`src/common/ubde_pkg.sv`:
```
package ubde_pkg;
  localparam int BD_NUM    = 32;
  localparam int BD_BYTES  = 4;
  localparam int MEM_AW    = 7;
  localparam int EP_NUM    = 8;
  // Status byte fields
  localparam int ST_OWN    = 7;
  localparam int ST_DTS    = 6;
  localparam int ST_PID_HI = 5;
  localparam int ST_PID_LO = 2;
  localparam int ST_TOGGLE_CHECK_ENABLE  = 3;
  localparam int ST_STALL  = 2;
  localparam int ST_BC9    = 1;
  // Byte slots inside one descriptor
  localparam logic [1:0] BD_STAT = 2'h0;
  localparam logic [1:0] BD_CNT  = 2'h1;
  localparam logic [1:0] BD_ADRL = 2'h2;
  localparam logic [1:0] BD_ADRH = 2'h3;
  // Ping-pong modes
  localparam logic [1:0] PP_NONE = 2'h0;
  localparam logic [1:0] PP_EP0  = 2'h1;
  localparam logic [1:0] PP_ALL  = 2'h2;
  localparam logic [1:0] PP_XEP0 = 2'h3;
  // Handshake answers
  localparam logic [1:0] ANS_NONE  = 2'h0;
  localparam logic [1:0] ANS_ACK   = 2'h1;
  localparam logic [1:0] ANS_NAK   = 2'h2;
  localparam logic [1:0] ANS_STALL = 2'h3;
  // Status flag positions
  localparam int FL_ERR    = 1;
  localparam int FL_TRN    = 3;
  localparam logic [7:0] FLAGS_RST = 8'h00;

  typedef struct packed {
    logic [2:0] ep;
    logic       is_in;
    logic [3:0] pid;
    logic       toggle;
    logic [9:0] rx_len;
    logic       bad;
  } ubde_req_t;

  typedef struct packed {
    logic [1:0]  code;
    logic [9:0]  count;
    logic [15:0] addr;
  } ubde_ans_t;

  typedef struct packed {
    logic [2:0] ep;
    logic       is_in;
    logic       odd;
  } ubde_transfer_status_register_t;
endpackage

```
`src/logic/ubde_engine.sv`:
```
`timescale 1ns/1ps
// How it works
// - Owned status byte is rewritten with the token PID in bits 5..2.
// - Completion writes count low byte; bits 9..8 go into status bits 1..0.
// - IN sends the descriptor count and writes back the bytes sent.
// - OUT uses the count as limit and writes back bytes received.
// - Oversized OUT packet is rejected with NAK, count left unchanged.
// - Byte count is ten bits, low byte plus two status bits.
// - Buffer start address is taken from address bytes, never checked.
// - Four ping-pong modes chosen by the mode field input.
// - Two pointers per endpoint (OUT and IN), all even while module is disabled.
// - Pointer toggles each time a ping-pong transaction completes and ownership clears.
// - Transfer status records whether the last transaction was odd.
// - Pointer reset control forces every pointer to even.
// - Mode 0 and mode 1 descriptor index mapping per endpoint.
// - Mode 2 and mode 3 descriptor index mapping per endpoint.
// - Status byte: own, toggle, check enable, stall, count high bits.
// - Toggle value is ignored unless toggle check is enabled.
// - Thirty-two four-byte descriptors, contents undefined after reset.
// - All sources funnel into one interrupt request flag.
// - Two flag levels; enabled error flags set the error summary flag.
// - Enabled status flags are ORed into the interrupt request.
// - Flags are sticky until cleared; software may also set them.
// - Ownership is cleared when the transaction completes.
// - Enables only gate propagation; flags always set.
// - Error flags set at once when the error is seen.
module ubde_engine
  import ubde_pkg::*;
(
  // Clock and reset
  input  wire logic               clk_sys,
  input  wire logic               sys_rst,
  // Configuration
  input  wire logic               usb_enable,
  input  wire logic [1:0]         ping_pong_mode_field,
  input  wire logic               pointer_reset_control,
  // CPU access to descriptor RAM
  input  wire logic               cpu_we,
  input  wire logic [MEM_AW-1:0]  cpu_addr,
  input  wire logic [7:0]         cpu_wdata,
  output logic [7:0]              cpu_rdata,
  // Transaction request from packet logic
  input  wire logic               req_valid,
  input  wire ubde_req_t          req,
  output logic                    req_ready,
  // Answer to packet logic
  output logic                    ans_valid,
  output ubde_ans_t               ans,
  output ubde_transfer_status_register_t             transfer_status_register,
  // Event sources
  input  wire logic [7:0]         stat_evt,
  input  wire logic [7:0]         err_evt,
  // Flag registers
  input  wire logic [7:0]         status_interrupt_enables,
  input  wire logic [7:0]         error_interrupt_enables,
  input  wire logic               stat_we,
  input  wire logic [7:0]         stat_wdata,
  input  wire logic               err_we,
  input  wire logic [7:0]         err_wdata,
  input  wire logic               irq_clr,
  input  wire logic               irq_set,
  output logic [7:0]              status_flag_register,
  output logic [7:0]              error_flag_register,
  output logic                    usb_interrupt_request_flag
);

  typedef enum logic [1:0] {
    UBDE_IDLE = 2'b00,
    UBDE_EVAL = 2'b01,
    UBDE_DONE = 2'b11
  } ubde_state_t;

  logic [7:0]          mem [BD_NUM*BD_BYTES];
  ubde_state_t         state_reg, state_next;
  ubde_req_t           req_reg;
  logic [4:0]          idx_reg;
  logic                odd_reg;
  logic [EP_NUM-1:0]   ptr_out_reg, ptr_in_reg;
  logic [7:0]          rdata_reg, stat_reg, err_reg;
  logic                irq_reg, ready_reg, ans_v_reg;
  ubde_ans_t           ans_reg;
  ubde_transfer_status_register_t         transfer_status_register_reg;

  // Descriptor lookup for the incoming request
  wire [2:0] ep      = req.ep;
  wire [6:0] ep_w    = {4'h0, ep};
  wire       ep0     = (ep == 3'h0);
  wire       pp_on   = (ping_pong_mode_field == PP_ALL) ||
                       (ping_pong_mode_field == PP_EP0 && ep0 && !req.is_in) ||
                       (ping_pong_mode_field == PP_XEP0 && !ep0);
  wire       ptr_sel = req.is_in ? ptr_in_reg[ep] : ptr_out_reg[ep];
  wire       odd     = pp_on && ptr_sel;
  wire [6:0] in_w    = {6'h00, req.is_in};
  wire [6:0] odd_w   = {6'h00, odd};
  wire [6:0] idx_m0  = (ep_w << 1) + in_w;
  wire [6:0] idx_m1  = ep0 ? (req.is_in ? 7'h02 : odd_w)
                           : (ep_w << 1) + 7'h01 + in_w;
  wire [6:0] idx_m2  = (ep_w << 2) + (in_w << 1) + odd_w;
  wire [6:0] idx_m3  = ep0 ? in_w
                           : (ep_w << 2) - 7'h02 + (in_w << 1) + odd_w;
  wire [6:0] idx_w   = (ping_pong_mode_field == PP_NONE) ? idx_m0 :
                       (ping_pong_mode_field == PP_EP0)  ? idx_m1 :
                       (ping_pong_mode_field == PP_ALL)  ? idx_m2 : idx_m3;

  // Descriptor fields of the captured request
  wire [6:0] base    = {idx_reg, 2'h0};
  wire [7:0] bd_st   = mem[base + {5'h00, BD_STAT}];
  wire [7:0] bd_cnt  = mem[base + {5'h00, BD_CNT}];
  wire [7:0] bd_adl  = mem[base + {5'h00, BD_ADRL}];
  wire [7:0] bd_adh  = mem[base + {5'h00, BD_ADRH}];
  wire [9:0] limit   = {bd_st[ST_BC9:0], bd_cnt};
  wire       owned   = bd_st[ST_OWN];
  wire       stall   = bd_st[ST_STALL];
  wire       tog_bad = bd_st[ST_TOGGLE_CHECK_ENABLE] &&
                       (bd_st[ST_DTS] != req_reg.toggle);
  wire       too_big = !req_reg.is_in && (req_reg.rx_len > limit);
  wire [9:0] xfer    = req_reg.is_in ? limit : req_reg.rx_len;
  wire       in_eval = (state_reg == UBDE_EVAL);
  wire       live    = in_eval && owned && !req_reg.bad && !stall;
  wire       upd     = live && !too_big &&
                       (req_reg.is_in || !tog_bad);
  wire [7:0] st_wb   = {1'b0, bd_st[ST_DTS], req_reg.pid,
                        xfer[9:8]};
  wire [1:0] code_w  = (!in_eval || !owned) ? ANS_NAK :
                       req_reg.bad          ? ANS_NONE :
                       stall                ? ANS_STALL :
                       too_big              ? ANS_NAK : ANS_ACK;

  // Flag funnel
  wire [7:0] err_next = (err_we ? err_wdata : err_reg) | err_evt;
  wire       err_sum  = |(err_reg & error_interrupt_enables);
  wire [7:0] stat_src = stat_evt | {4'h0, upd, 1'b0, err_sum, 1'b0};
  wire [7:0] stat_nxt = (stat_we ? stat_wdata : stat_reg) | stat_src;
  wire       irq_src  = |(stat_reg & status_interrupt_enables);
  wire       irq_next = (irq_clr ? 1'b0 : irq_reg) | irq_src | irq_set;
  wire       ptr_clr  = !usb_enable || pointer_reset_control;
  wire       take     = ready_reg && req_valid;
  wire       ptr_sel_r = ptr_out_reg[req_reg.ep];
  wire       pp_eval  = (ping_pong_mode_field == PP_ALL) ||
                        (ping_pong_mode_field == PP_EP0 && !req_reg.is_in &&
                         req_reg.ep == 3'h0) ||
                        (ping_pong_mode_field == PP_XEP0 &&
                         req_reg.ep != 3'h0);

  always_comb begin
    state_next = state_reg;
    unique case (state_reg)
      UBDE_IDLE: if (take) state_next = UBDE_EVAL;
      UBDE_EVAL: state_next = UBDE_DONE;
      UBDE_DONE: state_next = UBDE_IDLE;
      default:   state_next = UBDE_IDLE;
    endcase
  end

  // Descriptor RAM, no reset: contents undefined after reset
  always_ff @(posedge clk_sys) begin
    if (upd) begin
      mem[base + {5'h00, BD_STAT}] <= st_wb;
      mem[base + {5'h00, BD_CNT}]  <= xfer[7:0];
    end else if (cpu_we) begin
      mem[cpu_addr] <= cpu_wdata;
    end
    rdata_reg <= mem[cpu_addr];
  end

  always_ff @(posedge clk_sys) begin
    if (sys_rst) begin
      state_reg <= UBDE_IDLE;
      req_reg   <= '0;
      idx_reg   <= 5'h00;
      odd_reg   <= 1'b0;
      ready_reg <= 1'b0;
    end else begin
      state_reg <= state_next;
      ready_reg <= (state_next == UBDE_IDLE);
      if (take) begin
        req_reg <= req;
        idx_reg <= idx_w[4:0];
        odd_reg <= odd;
      end
    end
  end

  always_ff @(posedge clk_sys) begin
    if (sys_rst || ptr_clr) begin
      ptr_out_reg <= '0;
      ptr_in_reg  <= '0;
    end else if (upd) begin
      if (req_reg.is_in) ptr_in_reg[req_reg.ep] <= pp_eval ^
                           ptr_in_reg[req_reg.ep];
      else ptr_out_reg[req_reg.ep] <= pp_eval ^
                           ptr_out_reg[req_reg.ep];
    end
  end

  always_ff @(posedge clk_sys) begin
    if (sys_rst) begin
      ans_v_reg <= 1'b0;
      ans_reg   <= '0;
      transfer_status_register_reg <= '0;
    end else begin
      ans_v_reg <= in_eval;
      if (in_eval) begin
        ans_reg.code  <= code_w;
        ans_reg.count <= xfer;
        ans_reg.addr  <= {bd_adh, bd_adl};
      end
      if (upd) transfer_status_register_reg <= '{req_reg.ep, req_reg.is_in, odd_reg};
    end
  end

  always_ff @(posedge clk_sys) begin
    if (sys_rst) begin
      stat_reg <= FLAGS_RST;
      err_reg  <= FLAGS_RST;
      irq_reg  <= 1'b0;
    end else begin
      stat_reg <= stat_nxt;
      err_reg  <= err_next;
      irq_reg  <= irq_next;
    end
  end

  assign cpu_rdata                  = rdata_reg;
  assign req_ready                  = ready_reg;
  assign ans_valid                  = ans_v_reg;
  assign ans                        = ans_reg;
  assign transfer_status_register   = transfer_status_register_reg;
  assign status_flag_register       = stat_reg;
  assign error_flag_register        = err_reg;
  assign usb_interrupt_request_flag = irq_reg;
endmodule // ubde_engine

```
`config.mk`:
```
export PLATFORM = sky130hd
export DESIGN_NAME = ubde_engine
export DESIGN_NICKNAME = d
export VERILOG_FILES = /design/src/common/ubde_pkg.sv /design/src/logic/ubde_engine.sv
export SDC_FILE = /design/constraint.sdc
export NUM_CORES = 2
export LEC_CHECK = 0
export ABC_AREA = 0
export CAP_MARGIN = 0
export CORE_AREA = 3 3 413 415
export CTS_CLUSTER_DIAMETER = 50
export DETAILED_ROUTE_END_ITERATION = 12
export DIE_AREA = 0 0 416 418
export DONT_BUFFER_PORTS = 1
export GPL_TIMING_DRIVEN = 1
export HOLD_SLACK_MARGIN = 0.15
export SLEW_MARGIN = 10
export SYNTH_ARGS = -nofsm -noshare
export SYNTH_HDL_FRONTEND = slang
export SYNTH_SLANG_ARGS = --single-unit
```
`constraint.sdc`:
```
create_clock -name clk_sys -period 8.5 [get_ports clk_sys]
set_input_delay 0.85 -clock clk_sys [delete_from_list [all_inputs] [get_ports clk_sys]]
set_output_delay 0.85 -clock clk_sys [all_outputs]
set_load 0.01 [all_outputs]
```
==> insert_results.sql <==
INSERT INTO impl_metrics (metric_group, metric, value, unit) VALUES
('outcome', 'outcome', 'finished clean', ''),
('setup_path', 'timing.critical_path.arrival', '7.07', 'ns'),
('pwr', 'static-leakage-power', '19.2', 'nW'),
('synthesis', 'postSynthAreaPerCell', '16.4', 'µm²'),
('setup_path', 'worst_path_largest_cell_delay', '0.83', 'ns'),
('detailed_routing', 'post_drt_via_cell_ratio', '6.66', ''),
('sta', 'final.setup.tns', '0', 'ns'),
('clock_tree', 'ctsLongestPathBuffers', '3', ''),
('detailed_routing', 'drt_iter0_drc', '6657', ''),
('synthesis', 'number_of_distinct_library_cells_after_synthesis', '65', ''),
('synthesis', 'async_reset_ff_share', '0', '%'),
('setup_path', 'criticalPathCategory', 'reg -> reg', ''),
('finish', 'max_ffs_per_register', '1024', ''),
('setup_path', 'family_of_cells_with_the_greatest_summed_delay_on_the_critical_path', 'compound AO/OA/AOI/OAI gates', ''),
('synthesis', 'yosys.cell_count.top_type', 'sky130_fd_sc_hd__edfxtp_1', ''),
('pwr', 'cellPowerDensity', '203', 'mW/mm²'),
('sta', 'max_slew_margin', '12.1', '%'),
('setup_path', 'worst_setup_path_start_kind', 'flip-flop', ''),
('global_routing', 'grt_pass1_vias', '37000', ''),
('floorplanning', 'die_w', '416', 'µm'),
('global_routing', 'maximum_number_of_pins_on_one_net_before_global_route_repair', '265', ''),
('setup_path', 'crit_start', 'idx_reg[1]$_SDFFE_PP0P_', ''),
('floorplanning', 'rows', '150', ''),
('clock_tree', 'clock_insertion_delay_worst_skew', '0.79', 'ns'),
('pwr', 'total_power', '13.4', 'mW'),
('synthesis', 'synth_top_area_share', '52.7', '%'),
('clock_tree', 'cts.htree.levels', '4', ''),
('synthesis', 'synth_cells', '3560', ''),
('synthesis', 'post_synth_instance_area', '0.0583', 'mm²'),
('sta', 'tightestPinTransition', '1.32', 'ns'),
('clock_tree', 'clockRootBuffer', 'sky130_fd_sc_hd__clkbuf_16', ''),
('sta', 'final_min_period_over_clock_period', '78.8', '%'),
('finish', 'post_layout_nonfiller_instances', '5850', ''),
('detailed_routing', 'drt_first_pass_iters', '6', ''),
('clock_tree', 'clock_sinks', '1132', ''),
('clock_tree', 'cts_inserted_buffers', '135', ''),
('synthesis', 'ys_dominant_reg_cell', 'sky130_fd_sc_hd__edfxtp_1', ''),
('detailed_routing', 'postRouteWirelength', '231', 'mm'),
('finish', 'layout.nets', '3645', ''),
('synthesis', 'postSynthNetCount', '3667', ''),
('floorplanning', 'core-area', '0.167', 'mm²'),
('sta', 'achievable-frequency', '149', 'MHz'),
('setup_path', 'end_kind', 'flip-flop', ''),
('clock_tree', 'clkTransAtPathRegs', '0.06', 'ns'),
('sta', 'finClkSkew', '0.0363', 'ns'),
('sta', 'worst_slack', '1.80', 'ns'),
('detailed_routing', 'ant_nets', '0', ''),
('placed_design', 'dp_hpwl', '160', 'mm'),
('sta', 'finalSetupViolations', '0', ''),
('sta', 'timing_hold_violations_final', '0', ''),
('clock_tree', 'postCtsSetupRepairBufs', '0', ''),
('synthesis', 'synth-edff-count', '1024', ''),
('global_routing', 'grt_antenna_before_repair', '15', ''),
('sta', 'rsz0062_at_grt', 'false', ''),
('placed_design', 'detailedPlace.worstSlack', '2.09', 'ns'),
('placed_design', 'place.gp.congestion', '1.00', ''),
('run', 'cap_viol_max_count', '0', ''),
('placed_design', 'post-place-cells', '5602', ''),
('hold_path', 'hold_class', 'in -> reg', ''),
('clock_tree', 'cts_tree', 'built', ''),
('synthesis', 'synth-warning-count', '0', ''),
('hold_path', 'worst_hold_startpoint', 'req[12]', ''),
('global_routing', 'global_route.usage.total', '26.1', '%'),
('floorplanning', 'ios', '155', ''),
('detailed_routing', 'routedWlPerCell', '39.4', 'µm'),
('detailed_routing', 'number_of_vias_after_detailed_routing', '38900', ''),
('floorplanning', 'vertical_die_dimension', '418', 'µm'),
('setup_path', 'path_max_fanout', '33', ''),
('placed_design', 'number_of_port_buffers', '0', ''),
('synthesis', 'synth_area_leader_cell', 'sky130_fd_sc_hd__edfxtp_1', ''),
('synthesis', 'yosys-top-cells-area', 'sky130_fd_sc_hd__edfxtp_1, sky130_fd_sc_hd__mux4_2, sky130_fd_sc_hd__mux2i_1, sky130_fd_sc_hd__dfxtp_1, sky130_fd_sc_hd__clkbuf_1', '');
[logic make-up after synthesis]
| family | after synthesis | synth area share, % |
|---|---|---|
| fa+ha+maj | 12 | 0.257 |
| xor+xnor | 8 | 0.120 |
| buf+inv | 368 | 2.90 |
| simple gates | 526 | 4.20 |
| mux | 1142 | 31.5 |
| flops | 1132 | 56.4 |
| compound gates | 372 | 4.59 |
[cells in the final DEF, fill, tap and decap left out, types with 14 or more instances in the layout]
| cell | instances |
|---|---|
| sky130_fd_sc_hd__mux2_2 | 25 |
| sky130_fd_sc_hd__clkinv_2 | 14 |
| sky130_fd_sc_hd__nand2b_1 | 18 |
| sky130_fd_sc_hd__nor2b_1 | 33 |
| sky130_fd_sc_hd__nand2_1 | 127 |
| sky130_fd_sc_hd__clkinv_1 | 16 |
| sky130_fd_sc_hd__edfxtp_1 | 1024 |
| sky130_fd_sc_hd__mux4_2 | 553 |
| sky130_fd_sc_hd__a211oi_1 | 27 |
| sky130_fd_sc_hd__buf_4 | 183 |
| sky130_fd_sc_hd__dfxtp_1 | 99 |
| sky130_fd_sc_hd__nand3_1 | 28 |
| sky130_fd_sc_hd__clkbuf_1 | 21 |
| sky130_fd_sc_hd__o32ai_1 | 26 |
| sky130_fd_sc_hd__o21ai_0 | 21 |
| sky130_fd_sc_hd__o32ai_2 | 39 |
| sky130_fd_sc_hd__nor2_1 | 148 |
| sky130_fd_sc_hd__a22oi_1 | 18 |
| sky130_fd_sc_hd__o22ai_1 | 42 |
| sky130_fd_sc_hd__o2bb2ai_1 | 32 |
| sky130_fd_sc_hd__clkbuf_16 | 139 |
| sky130_fd_sc_hd__nor3_1 | 111 |
| sky130_fd_sc_hd__a21oi_1 | 86 |
| sky130_fd_sc_hd__mux2i_1 | 551 |
[where the power goes]
part / internal, mW / switching, mW
registers: 6.20 / 0.0837
clock network: 3.21 / 2.41
logic: 0.541 / 0.945
total: 9.96 / 3.44
[per-stage QoR]
step	hold slack, ns	util (%)	area (µm²)
after floorplan	0.447	-	58300
after global placement	0.461	36.9	61700
after detailed placement	0.479	36.9	61700
after CTS	0.153	39.5	66000
after global routing	0.190	39.5	66000
final	0.202	39.5	66000
[path summary, 6_finish.rpt]
kind | endpoint | slack, ns | depth (start not counted)
max reg2reg | mem[8][4]$_DFFE_PP_ | 1.80 | 16
min | req_reg[12]$_SDFFE_PP0P_ | 0.20 | 2
min reg2reg | ptr_out_reg[2]$_SDFFE_PP0P_ | 0.49 | 2
max | mem[8][4]$_DFFE_PP_ | 1.80 | 16
[routing by layer]
metal | wire, µm | up-vias | share of wire [%] | GRT usage, %
li1 | - | 14700 | - | -
met1 | 82800 | 20200 | 36 | 33.9
met2 | 97900 | 3397 | 42 | 37.5
met3 | 35300 | 577 | 15 | 10.5
met4 | 14600 | 6 | 6.3 | 13.6
met5 | 36 | - | 0.016 | 0
[area by class of cell]
type	count	area, µm²
tap	2204	2760
inverter	11	41.3
antenna	8	20.0
timing repair buffer	198	1660
sequential	1132	32900
clock inverter	70	597
clock buffer	167	3640
fill	15100	101000
multi-input combinational	2060	24300
[timing repair]
action | 4_1_cts | 5_1_grt
setup endpoints to repair | 0 | 0
endpoints found under the hold margin | 65 | 0
hold buffers | 3 | 0
No activity file was read; power rests on OpenSTA's default activity.
